[src/core/trs_defs.svh]
// timing constants for the triple rail sequencer
`ifndef TRS_DEFS_SVH
`define TRS_DEFS_SVH
`define TRS_CLK_HZ         100000000
`define TRS_OSC_HZ         250000
// boost period in system clock cycles
`define TRS_OSC_CYC        (`TRS_CLK_HZ / `TRS_OSC_HZ)
// maximum duty cycle, percent (lower bound of the allowed band)
`define TRS_MAX_DUTY_PCT   79
`define TRS_MAX_ON_CYC     ((`TRS_OSC_CYC * `TRS_MAX_DUTY_PCT) / 100)
// pump soft-start time in ms
`define TRS_SS_MS          16
`define TRS_SS_CYC         ((`TRS_CLK_HZ / 1000) * `TRS_SS_MS)
// soft-start duty steps
`define TRS_SS_STEPS       16
`endif

[src/core/trs_pkg.sv]
// types for the triple rail sequencer
`default_nettype none
package trs_pkg;
    typedef enum logic [2:0] {
        TRS_OFF,
        TRS_REF,
        TRS_MAIN,
        TRS_NEG,
        TRS_POS,
        TRS_READY
    } trs_state_e;
endpackage
`default_nettype wire

[src/core/trs_sequencer.sv]
// sequencer, boost switch timing and pump phase logic
`timescale 1ns/1ps
`default_nettype none
`include "trs_defs.svh"
module trs_sequencer
    import trs_pkg::*;
#(
    parameter int OSC_CYC    = `TRS_OSC_CYC,
    parameter int MAX_ON_CYC = `TRS_MAX_ON_CYC,
    parameter int SS_CYC     = `TRS_SS_CYC
)
(
    input  wire logic clk_sys,
    input  wire logic rst_b,
    input  wire logic power_off_n_input,
    input  wire logic ref_ok,
    input  wire logic boost_fb_ok,
    input  wire logic neg_fb_ok,
    input  wire logic neg_fb_fault,
    input  wire logic pos_fb_ok,
    input  wire logic pos_fb_fault,
    input  wire logic boost_trip,
    output logic      ref_enable,
    output logic      ref_ground,
    output logic      boost_enable,
    output logic      boost_switch_node,
    output logic      neg_pump_enable,
    output logic      neg_pump_driver_hi,
    output logic      neg_pump_driver_lo,
    output logic      pos_pump_enable,
    output logic      pos_pump_driver_hi,
    output logic      pos_pump_driver_lo,
    output logic      pump_ramp_active,
    output logic      ready_n_out,
    output logic      ready_n_oe
);
    localparam int NIN = 8;
    localparam int OCW = $clog2(OSC_CYC + 1);
    localparam int SSW = $clog2(SS_CYC + 1);

    // three-stage sync; accept a change when stages 2 and 3 agree
    logic [NIN-1:0] s1_r;
    logic [NIN-1:0] s2_r;
    logic [NIN-1:0] s3_r;
    logic [NIN-1:0] flt_r;
    logic [NIN-1:0] raw;
    assign raw = {boost_trip, pos_fb_fault, pos_fb_ok, neg_fb_fault,
                  neg_fb_ok, boost_fb_ok, ref_ok, power_off_n_input};

    always_ff @(posedge clk_sys or negedge rst_b)
    begin
        if (!rst_b)
        begin
            s1_r  <= '0;
            s2_r  <= '0;
            s3_r  <= '0;
            flt_r <= '0;
        end
        else
        begin
            s1_r  <= raw;
            s2_r  <= s1_r;
            s3_r  <= s2_r;
            for (int i = 0; i < NIN; i++)
                if (s2_r[i] == s3_r[i])
                    flt_r[i] <= s3_r[i];
        end
    end

    logic on_q, ref_q, mainok_q, negok_q, negflt_q, posok_q, posflt_q, trip_q;
    assign {trip_q, posflt_q, posok_q, negflt_q, negok_q, mainok_q, ref_q,
            on_q} = flt_r;

    // sequence state
    trs_state_e st_r;
    trs_state_e st_nxt;

    always_comb
    begin
        st_nxt = st_r;
        unique case (st_r)
            TRS_OFF:   st_nxt = TRS_REF;
            TRS_REF:   if (ref_q) st_nxt = TRS_MAIN;
            TRS_MAIN:  if (!ref_q) st_nxt = TRS_REF;
                       else if (mainok_q) st_nxt = TRS_NEG;
            TRS_NEG:   if (!ref_q) st_nxt = TRS_REF;
                       else if (!mainok_q) st_nxt = TRS_MAIN;
                       else if (negok_q) st_nxt = TRS_POS;
            TRS_POS:   if (!ref_q) st_nxt = TRS_REF;
                       else if (!mainok_q) st_nxt = TRS_MAIN;
                       else if (negflt_q) st_nxt = TRS_NEG;
                       else if (posok_q) st_nxt = TRS_READY;
            TRS_READY: if (!ref_q) st_nxt = TRS_REF;
                       else if (!mainok_q) st_nxt = TRS_MAIN;
                       else if (negflt_q) st_nxt = TRS_NEG;
                       else if (posflt_q) st_nxt = TRS_POS;
        endcase
        if (!on_q)
            st_nxt = TRS_OFF;
    end

    always_ff @(posedge clk_sys or negedge rst_b)
    begin
        if (!rst_b)
            st_r <= TRS_OFF;
        else
            st_r <= st_nxt;
    end

    // stage enables follow the sequence position
    always_comb
    begin
        ref_enable      = (st_r != TRS_OFF);
        ref_ground      = (st_r == TRS_OFF);
        boost_enable    = (st_r >= TRS_MAIN);
        neg_pump_enable = (st_r >= TRS_NEG);
        pos_pump_enable = (st_r >= TRS_POS);
        ready_n_out     = 1'b0;
        ready_n_oe      = (st_r == TRS_READY);
    end

    // boost oscillator and switch latch
    logic [OCW-1:0] osc_r;
    logic           sw_r;
    logic           half_r;

    always_ff @(posedge clk_sys or negedge rst_b)
    begin
        if (!rst_b)
            osc_r <= '0;
        else if (osc_r == OCW'(OSC_CYC - 1))
            osc_r <= '0;
        else
            osc_r <= osc_r + OCW'(1);
    end

    always_ff @(posedge clk_sys or negedge rst_b)
    begin
        if (!rst_b)
            sw_r <= 1'b0;
        else if (!boost_enable)
            sw_r <= 1'b0;
        else if (osc_r == OCW'(OSC_CYC - 1))
            sw_r <= 1'b1;
        else if (trip_q || osc_r >= OCW'(MAX_ON_CYC - 1))
            sw_r <= 1'b0;
    end
    assign boost_switch_node = sw_r;

    // pump phase toggles each oscillator period: half rate
    always_ff @(posedge clk_sys or negedge rst_b)
    begin
        if (!rst_b)
            half_r <= 1'b0;
        else if (osc_r == OCW'(OSC_CYC - 1))
            half_r <= ~half_r;
    end

    // soft-start: low-side pump drive gated by a duty ramp over the ramp time
    logic [SSW-1:0] ss_r;
    logic [3:0]     gate_lvl;
    logic           pump_gate;

    always_ff @(posedge clk_sys or negedge rst_b)
    begin
        if (!rst_b)
            ss_r <= '0;
        else if (!neg_pump_enable)
            ss_r <= '0;
        else if (ss_r != SSW'(SS_CYC))
            ss_r <= ss_r + SSW'(1);
    end
    assign gate_lvl  = 4'(ss_r / SSW'(SS_CYC / `TRS_SS_STEPS + 1));
    assign pump_gate = (ss_r == SSW'(SS_CYC)) || (osc_r[3:0] <= gate_lvl);
    assign pump_ramp_active = neg_pump_enable && (ss_r != SSW'(SS_CYC));

    always_comb
    begin
        neg_pump_driver_hi = neg_pump_enable && !half_r;
        neg_pump_driver_lo = neg_pump_enable && half_r && pump_gate;
        pos_pump_driver_lo = pos_pump_enable && !half_r && pump_gate;
        pos_pump_driver_hi = pos_pump_enable && half_r;
    end

    // assertions: sequence order
    AST_OFF_DISABLES: assert property (@(posedge clk_sys)
        disable iff (!rst_b)
        !on_q |=> !boost_enable && !neg_pump_enable && ref_ground)
        else $error("stages active during shutdown");

    AST_REF_GROUND: assert property (@(posedge clk_sys)
        disable iff (!rst_b)
        ref_ground |-> !ref_enable && !boost_enable && !pos_pump_enable)
        else $error("reference grounded while stages run");

    AST_REF_FIRST: assert property (@(posedge clk_sys)
        disable iff (!rst_b)
        $rose(boost_enable) |-> ref_enable && $past(ref_enable))
        else $error("boost enabled before reference");

    AST_NEG_AFTER_MAIN: assert property (@(posedge clk_sys)
        disable iff (!rst_b)
        $rose(neg_pump_enable) |-> $past(mainok_q))
        else $error("negative pump before main regulated");

    AST_POS_AFTER_NEG: assert property (@(posedge clk_sys)
        disable iff (!rst_b)
        $rose(pos_pump_enable) |-> $past(negok_q) && neg_pump_enable)
        else $error("positive pump started early");

    AST_READY_CAUSE: assert property (@(posedge clk_sys)
        disable iff (!rst_b)
        $rose(ready_n_oe) |-> $past(posok_q) && pos_pump_enable)
        else $error("ready without positive rail good");

    AST_READY_OPEN_DRAIN: assert property (@(posedge clk_sys)
        disable iff (!rst_b)
        ready_n_oe |-> !ready_n_out)
        else $error("ready line driven high");

    // assertions: supervision after ready
    AST_FAULT_RELEASE: assert property (@(posedge clk_sys)
        disable iff (!rst_b)
        ready_n_oe && (posflt_q || negflt_q || !mainok_q || !ref_q)
            |=> !ready_n_oe)
        else $error("ready held through fault");

    // ref or main loss also drops the negative pump, so exclude them
    AST_NEG_FAULT_POS_OFF: assert property (@(posedge clk_sys)
        disable iff (!rst_b)
        pos_pump_enable && negflt_q && on_q && ref_q && mainok_q
            |=> !pos_pump_enable && neg_pump_enable)
        else $error("later stage kept running on fault");

    // assertions: boost switch timing
    AST_OSC_RANGE: assert property (@(posedge clk_sys)
        disable iff (!rst_b)
        osc_r < OCW'(OSC_CYC))
        else $error("oscillator count out of range");

    AST_SET_EDGE: assert property (@(posedge clk_sys)
        disable iff (!rst_b)
        boost_enable && $past(boost_enable) && osc_r == '0 |-> sw_r)
        else $error("switch not set at cycle start");

    AST_LATCH_STAYS_OFF: assert property (@(posedge clk_sys)
        disable iff (!rst_b)
        !sw_r && osc_r != OCW'(OSC_CYC - 1) |=> !sw_r)
        else $error("switch turned on mid cycle");

    AST_MAX_DUTY: assert property (@(posedge clk_sys)
        disable iff (!rst_b)
        sw_r |-> osc_r < OCW'(MAX_ON_CYC))
        else $error("switch on past maximum duty");

    // assertions: pump drivers
    AST_HALF_RATE: assert property (@(posedge clk_sys)
        disable iff (!rst_b)
        $changed(half_r) |-> osc_r == '0)
        else $error("pump phase off the oscillator edge");

    AST_NEG_DRV_EXCL: assert property (@(posedge clk_sys)
        disable iff (!rst_b)
        !(neg_pump_driver_hi && neg_pump_driver_lo))
        else $error("negative pump switches overlap");

    AST_POS_DRV_EXCL: assert property (@(posedge clk_sys)
        disable iff (!rst_b)
        !(pos_pump_driver_hi && pos_pump_driver_lo))
        else $error("positive pump switches overlap");

    AST_PUMPS_IDLE_OFF: assert property (@(posedge clk_sys)
        disable iff (!rst_b)
        !neg_pump_enable |-> !neg_pump_driver_hi && !neg_pump_driver_lo
            && !pos_pump_driver_hi && !pos_pump_driver_lo)
        else $error("pump driver active while disabled");

    AST_RAMP_BOUND: assert property (@(posedge clk_sys)
        disable iff (!rst_b)
        pump_ramp_active |-> neg_pump_enable && ss_r < SSW'(SS_CYC))
        else $error("pump ramp outside enable window");

    COV_READY: cover property (@(posedge clk_sys) $rose(ready_n_oe));
    COV_FAULT: cover property (@(posedge clk_sys) $fell(ready_n_oe));
    COV_TRIP:  cover property (@(posedge clk_sys) sw_r && trip_q ##1 !sw_r);
    COV_POWER_OFF_N_INPUT:  cover property (@(posedge clk_sys) ready_n_oe ##1 !on_q);
    COV_NEGF:  cover property (@(posedge clk_sys)
        ready_n_oe ##1 st_r == TRS_NEG);
endmodule
`default_nettype wire

[config.mk]
export PLATFORM = sky130hd
export DESIGN_NAME = trs_sequencer
export DESIGN_NICKNAME = d
export VERILOG_FILES = /design/src/core/trs_pkg.sv /design/src/core/trs_sequencer.sv
export VERILOG_INCLUDE_DIRS = /design/src /design/src/core
export SDC_FILE = /design/constraint.sdc
export NUM_CORES = 1
export LEC_CHECK = 0
export BUFFER_PORTS_ARGS = -buffer_cell sky130_fd_sc_hd__buf_2
export CORE_ASPECT_RATIO = 1.25
export CORE_MARGIN = 10
export CORE_UTILIZATION = 40
export DETAILED_ROUTE_END_ITERATION = 8
export SLEW_MARGIN = 20
export SYNTH_ARGS = -nofsm -noshare
export SYNTH_HDL_FRONTEND = slang
export SYNTH_SLANG_ARGS = --single-unit
[constraint.sdc]
create_clock -name clk_sys -period 7.3 [get_ports clk_sys]
set_input_delay 0.365 -clock clk_sys [delete_from_list [all_inputs] [get_ports clk_sys]]
set_output_delay 0.365 -clock clk_sys [all_outputs]
set_load 0.01 [all_outputs]
==> reports/qor.yml, run 1 <==
outcome: "finished with violations"
violations: "negative setup slack"
syn_area_per_cell_um2: 8.02
cpPeakStageDelay_ns: 0.43
stdcell_count: 1068
synth_warnings: 0
rows: 49
cts.sinks: 67
cts_buffer_depth: 2
numCtsBuffers: 9
grt_pass1_vias: 6119
crit_required_ns: 6.93
cts_root_buffer: "clkbuf_16"
slowest_stage: "or4_4"
wl_mm: 18.1
grt_start_max_net_pins: 68
worstSetupPathType: "reg -> out"
fp.dieH_um: 154
gp_congestion: 0.921
rsz0062_at_grt: "true"
wl_per_cell_um: 17.0
die_width_um: 128
finalSetupViolations: 2
skew_ns: 0.00773
grt_pass1_wl_mm: 30.2
cp_num_buf_inv: 6
hp-class: "in -> reg"
clk_pin_slew_ns: 0.06
startpoint_type: "flip-flop"
ys_ff_latch: 67
cp.arrival_ns: 7.14
dp_slack_ns: -0.211
critPathCaptureType: "output port"
slew_viol_final: 0
netlist_area_um2: 5780
min_period_ns: 7.51
synth_cells: 721
cap_viol_max_count: 0
relSlewSlack_pct: 45.3
crit_family: "compound AO/OA/AOI/OAI gates"
post_route_cells_drive_above_1_share_pct: 29.6
cts_hold_buf: 0
coreArea_um2: 14300
area_delta_synth_final_pct: 34.2
place_inst: 1037
leakagePower_uw: 0.00329
fin_util_pct: 54.3
num_io_pins: 23
clock.fmax_ghz: 0.133
synth_nets: 747
antenna_found_initial: 0
synth.distinct_cells: 78
peakVddDrop_v: 0.000230
grtUsageTotal_pct: 18.2
drc: 0
fin_crit_sh_pct: 103
synthArstFlopShare_pct: 100
cp_max_fo: 7
dr.first_iter.drc_count: 460
start_util_pct: 40.5
yosysSeqAreaShare_pct: 29.0
gr-total-overflow: 0
clkLatencyLatePin_ns: 0.33
htree_num_levels: 3
tightest_slew_ns: 0.821
hold_viol: 0
dp_hpwl_mm: 14.2
nNetsFinal: 911
synth_edf_count: 0
power.density_nw_per_um2: 127
synth_top_flop_cell: "dfrtp_1"
via_per_inst: 5.72
vias: 6104
diodes: 0
numPortBuffers: 21
fin_ws_ns: -0.209
first_pass_iters: 5
ant_nets: 0
dieArea_um2: 19700
tritoncts: "built"
-- per-layer routing --
metal  GRT usage [%]  vias up  share of wire [%]
li1                -     2971                  -
met4            7.12        0                2.6
met2            33.1      126                 53
met5               0        -                  0
met3            2.02       34                2.6
met1            21.1     2973                 42
-- state kept, by name, indices dropped and copies added (netlist names) --
register,cells
half_r,1
st_r,3
flt_r,8
s3_r,8
s1_r,8
osc_r,9
s2_r,8
boost_switch_node,1
ss_r,21
-- power breakdown --
part / internal (uW) / switching, uW
sequential: 389 / 20.3
clock: 267 / 163
combinational: 56.2 / 85.7
total: 712 / 269
-- cell usage in the layout, fill, tap and decap left out, types with 9 or more instances in the layout --
cell type	n
and2_1	13
o211ai_1	11
nor3_1	20
and3_1	10
clkbuf_16	9
nand3_1	24
a31oi_1	13
nand2_1	72
o21ai_0	29
ha_1	13
buf_4	154
o21ai_1	11
mux2i_1	11
inv_1	26
xnor2_1	42
nor2_1	73
a21oi_1	35
dfrtp_1	67
buf_2	21
nand4_1	17
o22ai_1	10
xor2_1	18
-- repair_timing --
action,CTS,global route
hold endpoints to repair,0,0
buffers inserted,11,5
setup endpoints to repair,2,2
pin swaps,35,24
resized for setup,32,29
-- Yosys cell counts (all sizes together), types with 12 or more instances --
master,instances,share of area (%)
dfrtp,67,29
ha,16,3.5
nand2,74,4.8
nand3,26,2.4
nor4,14,1.8
o21ai,41,3.5
clkbuf,12,0.78
and2,13,1.4
nor3,21,1.8
xnor2,44,6.7
mux2i,13,2.4
a31oi,14,1.6
buf,16,1.6
nor2,77,5.0
a21oi,37,3.2
xor2,20,3.3
nand4,17,1.8
inv,30,1.9
-- cell type report --
cell class	instances	area, um^2
clock buffer	9	225
clock inverter	7	76.3
fill	1343	6520
inverter	31	116
multi-input combinational	595	4110
sequential	67	1680
tap	178	223
timing repair buffer	181	1330
-- cell families (layout without fill, tap and decap cells) --
group                    count (synthesis)  after routing  synth area share (%)
AND/OR/NAND/NOR                        300            300                  26.2
flip-flops                              67             67                  29.0
multiplexers                            13             13                  2.38
XOR/XNOR                                64             64                  9.95
adder cells (fa/ha/maj)                 24             24                  4.85
AO/OA/AOI/OAI                          193            193                  23.2
other                                    1              1                0.0649
buffers and inverters                   59            228                  4.39
-- stage by stage --
step / cell area [um^2] / hold WS (ns) / power, uW / TNS, ns
after global routing: 7760 / 0.135 / 1030 / -1.01
final: 7760 / 0.143 / 982 / -0.332
after CTS: 7590 / 0.129 / 993 / -0.428
after detailed placement: 7070 / 0.335 / 556 / -0.348
after global placement: 7070 / 0.335 / 551 / -0.0449
after floorplan: 5790 / 0.0694 / 499 / 0
-- worst paths after layout --
kind                            from                 end  slack (ns)  cells after the start
max in group asynchronous      rst_b             ss_r[1]        6.55                      2
hold / removal             pos_fb_ok             s1_r[5]        0.14                      1
setup reg to reg             ss_r[1]            ss_r[15]        4.15                     11
min in group asynchronous      rst_b            ss_r[15]        0.20                      2
hold reg to reg              s1_r[0]             s2_r[0]        0.35                      0
setup / recovery             ss_r[5]  pos_pump_driver_lo       -0.21                     37
No activity file was read; power rests on OpenSTA's default activity.
==> inputs of run 2 (changes only) <==
--- a/config.mk
+++ b/config.mk
@@ -6,11 +6,13 @@
 export SDC_FILE = /design/constraint.sdc
 export NUM_CORES = 1
 export LEC_CHECK = 0
+export ABC_CLOCK_PERIOD_IN_PS = 6020
 export BUFFER_PORTS_ARGS = -buffer_cell sky130_fd_sc_hd__buf_2
 export CORE_ASPECT_RATIO = 1.25
 export CORE_MARGIN = 10
 export CORE_UTILIZATION = 40
 export DETAILED_ROUTE_END_ITERATION = 8
+export REMOVE_ABC_BUFFERS = 1
 export SLEW_MARGIN = 20
 export SYNTH_ARGS = -nofsm -noshare
 export SYNTH_HDL_FRONTEND = slang
==> constraint.sdc (replaced) <==
create_clock -name clk_sys -period 6.02 [get_ports clk_sys]
set_input_delay 0.301 -clock clk_sys [delete_from_list [all_inputs] [get_ports clk_sys]]
set_output_delay 0.301 -clock clk_sys [all_outputs]
set_load 0.01 [all_outputs]
==> reports/qor.yml, run 2 (synthesis results as in run 1) <==
outcome: "finished with violations"  # unchanged
violations: "negative setup slack"  # unchanged
cpPeakStageDelay_ns: 0.52  # was 0.43 ns
grtUsageTotal_pct: 18.8  # was 18.2%
largest_reg_flops: 21  # unchanged
leakagePower_uw: 0.00369  # was 0.00329 uW
ant_nets: 0  # unchanged
cp_common_cell: "buf_4"
wl_per_cell_um: 16.3  # was 17.0 um
coreArea_um2: 14300  # unchanged
first_pass_iters: 5  # unchanged
grt_start_max_net_pins: 68  # unchanged
antenna_found_initial: 0  # unchanged
timing.rr.start: "ss_r[20]"  # was ss_r[1]
fp.dieH_um: 154  # unchanged
cap_viol_max_count: 0  # unchanged
hold_ws_ns: 0.0693  # was 0.143 ns
slew_viol_final: 0  # unchanged
r2r_end: "ss_r[15]"  # unchanged
largest-register: "ss_r"  # unchanged
gp_congestion: 0.935  # was 0.921
min_period_ns: 7.52
p_total_uw: 1170  # was 982 uW
dieArea_um2: 19700  # unchanged
die_width_um: 128  # unchanged
diodes: 0  # unchanged
dp_slack_ns: -1.51  # was -0.211 ns
post_route_cells_drive_above_1_share_pct: 37.6  # was 29.6%
num_io_pins: 23  # unchanged
cp_max_fo: 4  # was 7
hp-class: "in -> reg"  # unchanged
fin_crit_sh_pct: 125
numCtsBuffers: 9  # unchanged
clkLatencyLatePin_ns: 0.33  # about the same
power.density_nw_per_um2: 138  # was 127 nW/um^2
min_path_cells: 1  # unchanged
peakVddDrop_v: 0.000176  # was 0.000230 V
rows: 49  # unchanged
rsz0062_at_grt: "true"  # unchanged
r2r_cells: 11  # unchanged
fin_ws_ns: -1.50  # was -0.209 ns
grt_pass1_wl_mm: 31.2  # was 30.2 mm
htree_num_levels: 3  # unchanged
route.met3.wl_um: 418  # was 464 um
startpoint_type: "flip-flop"  # unchanged
dp_hpwl_mm: 15.0  # was 14.2 mm
via_per_inst: 5.48  # was 5.72
start_util_pct: 40.5  # unchanged
tightest_slew_ns: 0.820  # was 0.821 ns
dr.first_iter.drc_count: 363  # was 460
numPortBuffers: 21  # unchanged
skew_ns: 0.0130  # was 0.00773 ns
reg2reg_setup_slack_ns: 2.71  # was 4.15 ns
grt_pass1_vias: 6389  # was 6119
critPathCaptureType: "output port"  # unchanged
drc: 0  # unchanged
worstSetupPathType: "reg -> out"  # unchanged
cp.arrival_ns: 7.22  # was 7.14 ns
cts_hold_buf: 0  # unchanged
min_to: "s1_r[0]"  # was s1_r[5]
crit_required_ns: 5.72  # was 6.93 ns
met1_length_mm: 8.06  # was 7.66 mm
hold_path.startpoint: "power_off_n_input"  # was pos_fb_ok
relSlewSlack_pct: 45.3  # about the same
clk_pin_slew_ns: 0.06  # about the same
final_common_cell: "buf_4"  # unchanged
slowest_stage: "or4_4"  # unchanged
cts.sinks: 67  # unchanged
layout_common_cells: "buf_4 (242), nor2_1 (72), nand2_1 (70)"  # was buf_4 (154), nor2_1 (73), nand2_1 (72)
hold_viol: 0  # unchanged
wl_mm: 18.9  # was 18.1 mm
top_regs: "ss_r x21, osc_r x9"  # unchanged
gr-total-overflow: 0  # unchanged
cts_root_buffer: "clkbuf_16"  # unchanged
wl_met2_mm: 10.1  # was 9.52 mm
cts_buffer_depth: 2  # unchanged
routed.top_layer: "met4"  # unchanged
vias: 6342  # was 6104
clock.fmax_ghz: 0.133
tritoncts: "built"  # unchanged
fin_util_pct: 59.3  # was 54.3%
finalSetupViolations: 2  # unchanged
nNetsFinal: 1000  # was 911
area_delta_synth_final_pct: 46.5  # was 34.2%
==> run 2: critical path: cells and delay by family (launching register included) <==
kind / cells / cell delay (ns)
AOI/OAI and AO/OA: 13 / 2.62
and+or+nand+nor: 13 / 2.18
xor gates and xnor gates: 2 / 0.32
adders and majority gates: 2 / 0.33
buffers and inverters: 9 / 1.04
DFF: 1 / 0.40
==> run 2: what timing repair did <==
item,in CTS,in global routing
pin swaps,29,30
gates resized for setup,33,49
cloned,0,1
endpoints found under the setup margin,2,2
buffers inserted,13,10
==> run 2: per-layer routing <==
layer	up-vias	GRT usage, %
met5	-	0
met2	98	35.0
met4	0	5.59
met1	3069	21.7
met3	26	2.36
li1	3149	-
==> run 2: final cells by class <==
type                            count  area (um^2)
Clock buffer                        9          225
Sequential cell                    67         1680
Tap cell                          178          223
Fill cell                        1282         5810
Inverter                           31          116
Multi-Input combinational cell    596         4190
Clock inverter                      7         51.3
Timing Repair Buffer              269         1990
==> run 2: how the worst max path moves through the flow <==
stage	from	to	cells after the start
finish	ss_r[12]	pos_pump_driver_lo	39
global route	ss_r[12]	pos_pump_driver_lo	37
CTS	ss_r[16]	pos_pump_driver_lo	36
detailed placement	ss_r[10]	pos_pump_driver_lo	36
global placement	ss_r[12]	pos_pump_driver_lo	36
floorplan	ss_r[17]	pos_pump_driver_lo	34
==> run 2: through the flow <==
| stage | cell area (um^2) | setup TNS (ns) | cells |
|---|---|---|---|
| final | 8470 | -2.88 | 1157 |
| after global routing | 8470 | -3.68 | 1157 |
| after CTS | 8180 | -2.96 | 1146 |
| after detailed placement | 7660 | -2.95 | 1117 |
| after global placement | 7660 | -2.78 | 1117 |
| after floorplan | 5640 | -3.90 | 693 |
==> run 2: power breakdown <==
group	switching, uW	internal (uW)
clock	212	281
sequential	24.5	472
combinational	105	73.6
==> inputs of run 3 (changes only) <==
--- a/config.mk
+++ b/config.mk
@@ -11,7 +11,10 @@
 export CORE_ASPECT_RATIO = 1.25
 export CORE_MARGIN = 10
 export CORE_UTILIZATION = 40
+export CTS_CLUSTER_DIAMETER = 200
+export CTS_CLUSTER_SIZE = 10
 export DETAILED_ROUTE_END_ITERATION = 8
+export PLACE_DENSITY = 0.62
 export REMOVE_ABC_BUFFERS = 1
 export SLEW_MARGIN = 20
 export SYNTH_ARGS = -nofsm -noshare
==> reports/qor.yml, run 3 (synthesis results as in run 1) <==
cts_buffer_depth: 2  # unchanged
dr.first_iter.drc_count: 358  # was 363
skew_ns: 0.00992  # was 0.0130 ns
rsz0062_at_grt: "true"  # unchanged
place_inst: 1118  # was 1117
cts.sinks: 67  # unchanged
start_util_pct: 40.5  # unchanged
critPathCaptureType: "output port"  # unchanged
peakVddDrop_v: 0.000235  # was 0.000176 V
nNetsFinal: 997  # was 1000
p_total_uw: 1210  # was 1170 uW
reg2reg_setup_slack_ns: 2.64  # was 2.71 ns
stdcell_count: 1154  # was 1157
final_common_cell: "buf_4"  # unchanged
rows: 49  # unchanged
fin_ws_ns: -1.40  # was -1.50 ns
cap_viol_max_count: 0  # unchanged
r2r_end: "ss_r[15]"  # unchanged
coreArea_um2: 14300  # unchanged
fin_crit_sh_pct: 123  # was 125%
dp_hpwl_mm: 15.0  # about the same
gp_congestion: 0.933  # was 0.935
area_delta_synth_final_pct: 46.2  # was 46.5%
gr-total-overflow: 0  # unchanged
relSlewSlack_pct: 50.4  # was 45.3%
hold_ws_ns: 0.0215  # was 0.0693 ns
cts_hold_buf: 0  # unchanged
numCtsBuffers: 9  # unchanged
largest-register: "ss_r"  # unchanged
grt_pass1_vias: 6421  # was 6389
power.density_nw_per_um2: 144  # was 138 nW/um^2
clk_pin_slew_ns: 0.06  # about the same
drc: 0  # unchanged
diodes: 0  # unchanged
r2r_cells: 13  # was 11
first_pass_iters: 5  # unchanged
grt_pass1_wl_mm: 31.2  # about the same
timing.rr.start: "ss_r[0]"  # was ss_r[20]
dieArea_um2: 19700  # unchanged
cp_num_buf_inv: 7  # was 9
wl_per_cell_um: 16.3  # about the same
cp_max_fo: 6  # was 4
antenna_found_initial: 0  # unchanged
clock.fmax_ghz: 0.135  # was 0.133 GHz
hold_viol: 0  # unchanged
outcome: "finished with violations"  # unchanged
num_io_pins: 23  # unchanged
slew_viol_final: 0  # unchanged
crit_required_ns: 5.72  # about the same
numPortBuffers: 21  # unchanged
startpoint_type: "flip-flop"  # unchanged
violations: "negative setup slack"  # unchanged
fillers: 1294  # was 1282
layout_common_cells: "buf_4 (243), nor2_1 (72), nand2_1 (71)"  # was buf_4 (242), nor2_1 (72), nand2_1 (70)
via_per_inst: 5.52  # was 5.48
worstSetupPathType: "reg -> out"  # unchanged
crit_path_start: "ss_r[17]"  # was ss_r[12]
min_period_ns: 7.42  # was 7.52 ns
cp.arrival_ns: 7.12  # was 7.22 ns
clkLatencyLatePin_ns: 0.33  # about the same
slowest_stage: "or4_4"  # unchanged
cp_common_cell: "inv_2"  # was buf_4
grtUsageTotal_pct: 18.8  # about the same
wl_mm: 18.8  # was 18.9 mm
post_route_cells_drive_above_1_share_pct: 37.1  # was 37.6%
tightest_slew_ns: 0.739  # was 0.820 ns
grt_start_max_net_pins: 36  # was 68
finalSetupViolations: 2  # unchanged
ant_nets: 0  # unchanged
hp-class: "in -> async"  # was in -> reg
largest_reg_flops: 21  # unchanged
fp.dieH_um: 154  # unchanged
htree_num_levels: 3  # unchanged
crit_family: "simple AND/OR/NAND/NOR gates"  # was compound AO/OA/AOI/OAI gates
tritoncts: "built"  # unchanged
cts_root_buffer: "clkbuf_16"  # unchanged
leakagePower_uw: 0.00375  # was 0.00369 uW
vias: 6375  # was 6342
dp_slack_ns: -1.43  # was -1.51 ns
die_width_um: 128  # unchanged
cpPeakStageDelay_ns: 0.52  # about the same
top_regs: "ss_r x21, osc_r x9"  # unchanged
-- run 3: per-layer routing --
layer  share of wire (%)  up-vias  GRT usage (%)
li1                    -     3150              -
met1                  42     3070           22.1
met2                  54      119           34.3
met3                 2.2       36           2.02
met4                 2.6        0           6.79
met5                   0        -              0
-- run 3: per-stage QoR --
step | TNS (ns) | instance area, um^2 | utilization, %
3_3_place_gp | -2.59 | 7670 | 53.7
4_1_cts | -2.86 | 8230 | 57.6
5_1_grt | -3.48 | 8450 | 59.2
2_1_floorplan | -3.90 | 5640 | -
3_5_place_dp | -2.77 | 7670 | 53.7
6_report | -2.73 | 8450 | 59.2
-- run 3: worst reg2reg max path, stage by stage, from the launching register on --
cell and delay (ns):
dfrtp_1 0.35, inv_1 0.06, ha_1 0.24, and4_4 0.18, buf_4 0.14, buf_4 0.12
buf_4 0.13, nand4_1 0.35, and3_1 0.25, nand4_1 0.21, nor3_1 0.46, nand4_1 0.31
or3_1 0.38, a21oi_1 0.14
-- run 3: timing repair --
item / 4_1_cts / 5_1_grt
pin swaps: 24 / 24
gates resized for setup: 34 / 36
endpoints found under the setup margin: 2 / 2
setup buffers: 14 / 6
-- run 3: power by group --
group / internal (uW) / leakage, uW / switching (uW) / total [uW]
Sequential: 472 / 0.000846 / 24.2 / 496
Clock: 335 / 0.000150 / 202 / 537
Combinational: 73.3 / 0.00275 / 108 / 181
-- run 3: how the worst max path moves through the flow --
| stage | end | depth (start not counted) |
|---|---|---|
| floorplan | pos_pump_driver_lo | 34 |
| global placement | pos_pump_driver_lo | 37 |
| detailed placement | pos_pump_driver_lo | 36 |
| CTS | pos_pump_driver_lo | 38 |
| global route | pos_pump_driver_lo | 34 |
| finish | pos_pump_driver_lo | 38 |
-- run 3: layout make-up --
type                    instances  area, um^2  share of cell area (%)
clock buffers                  10         239                    2.83
clock inverters                 6        68.8                   0.814
inverters                      31         116                    1.38
multi-input cells             595        4170                    49.3
flip-flops and latches         67        1680                    19.8
repair buffers                267        1960                    23.2
well taps                     178         223                    2.63
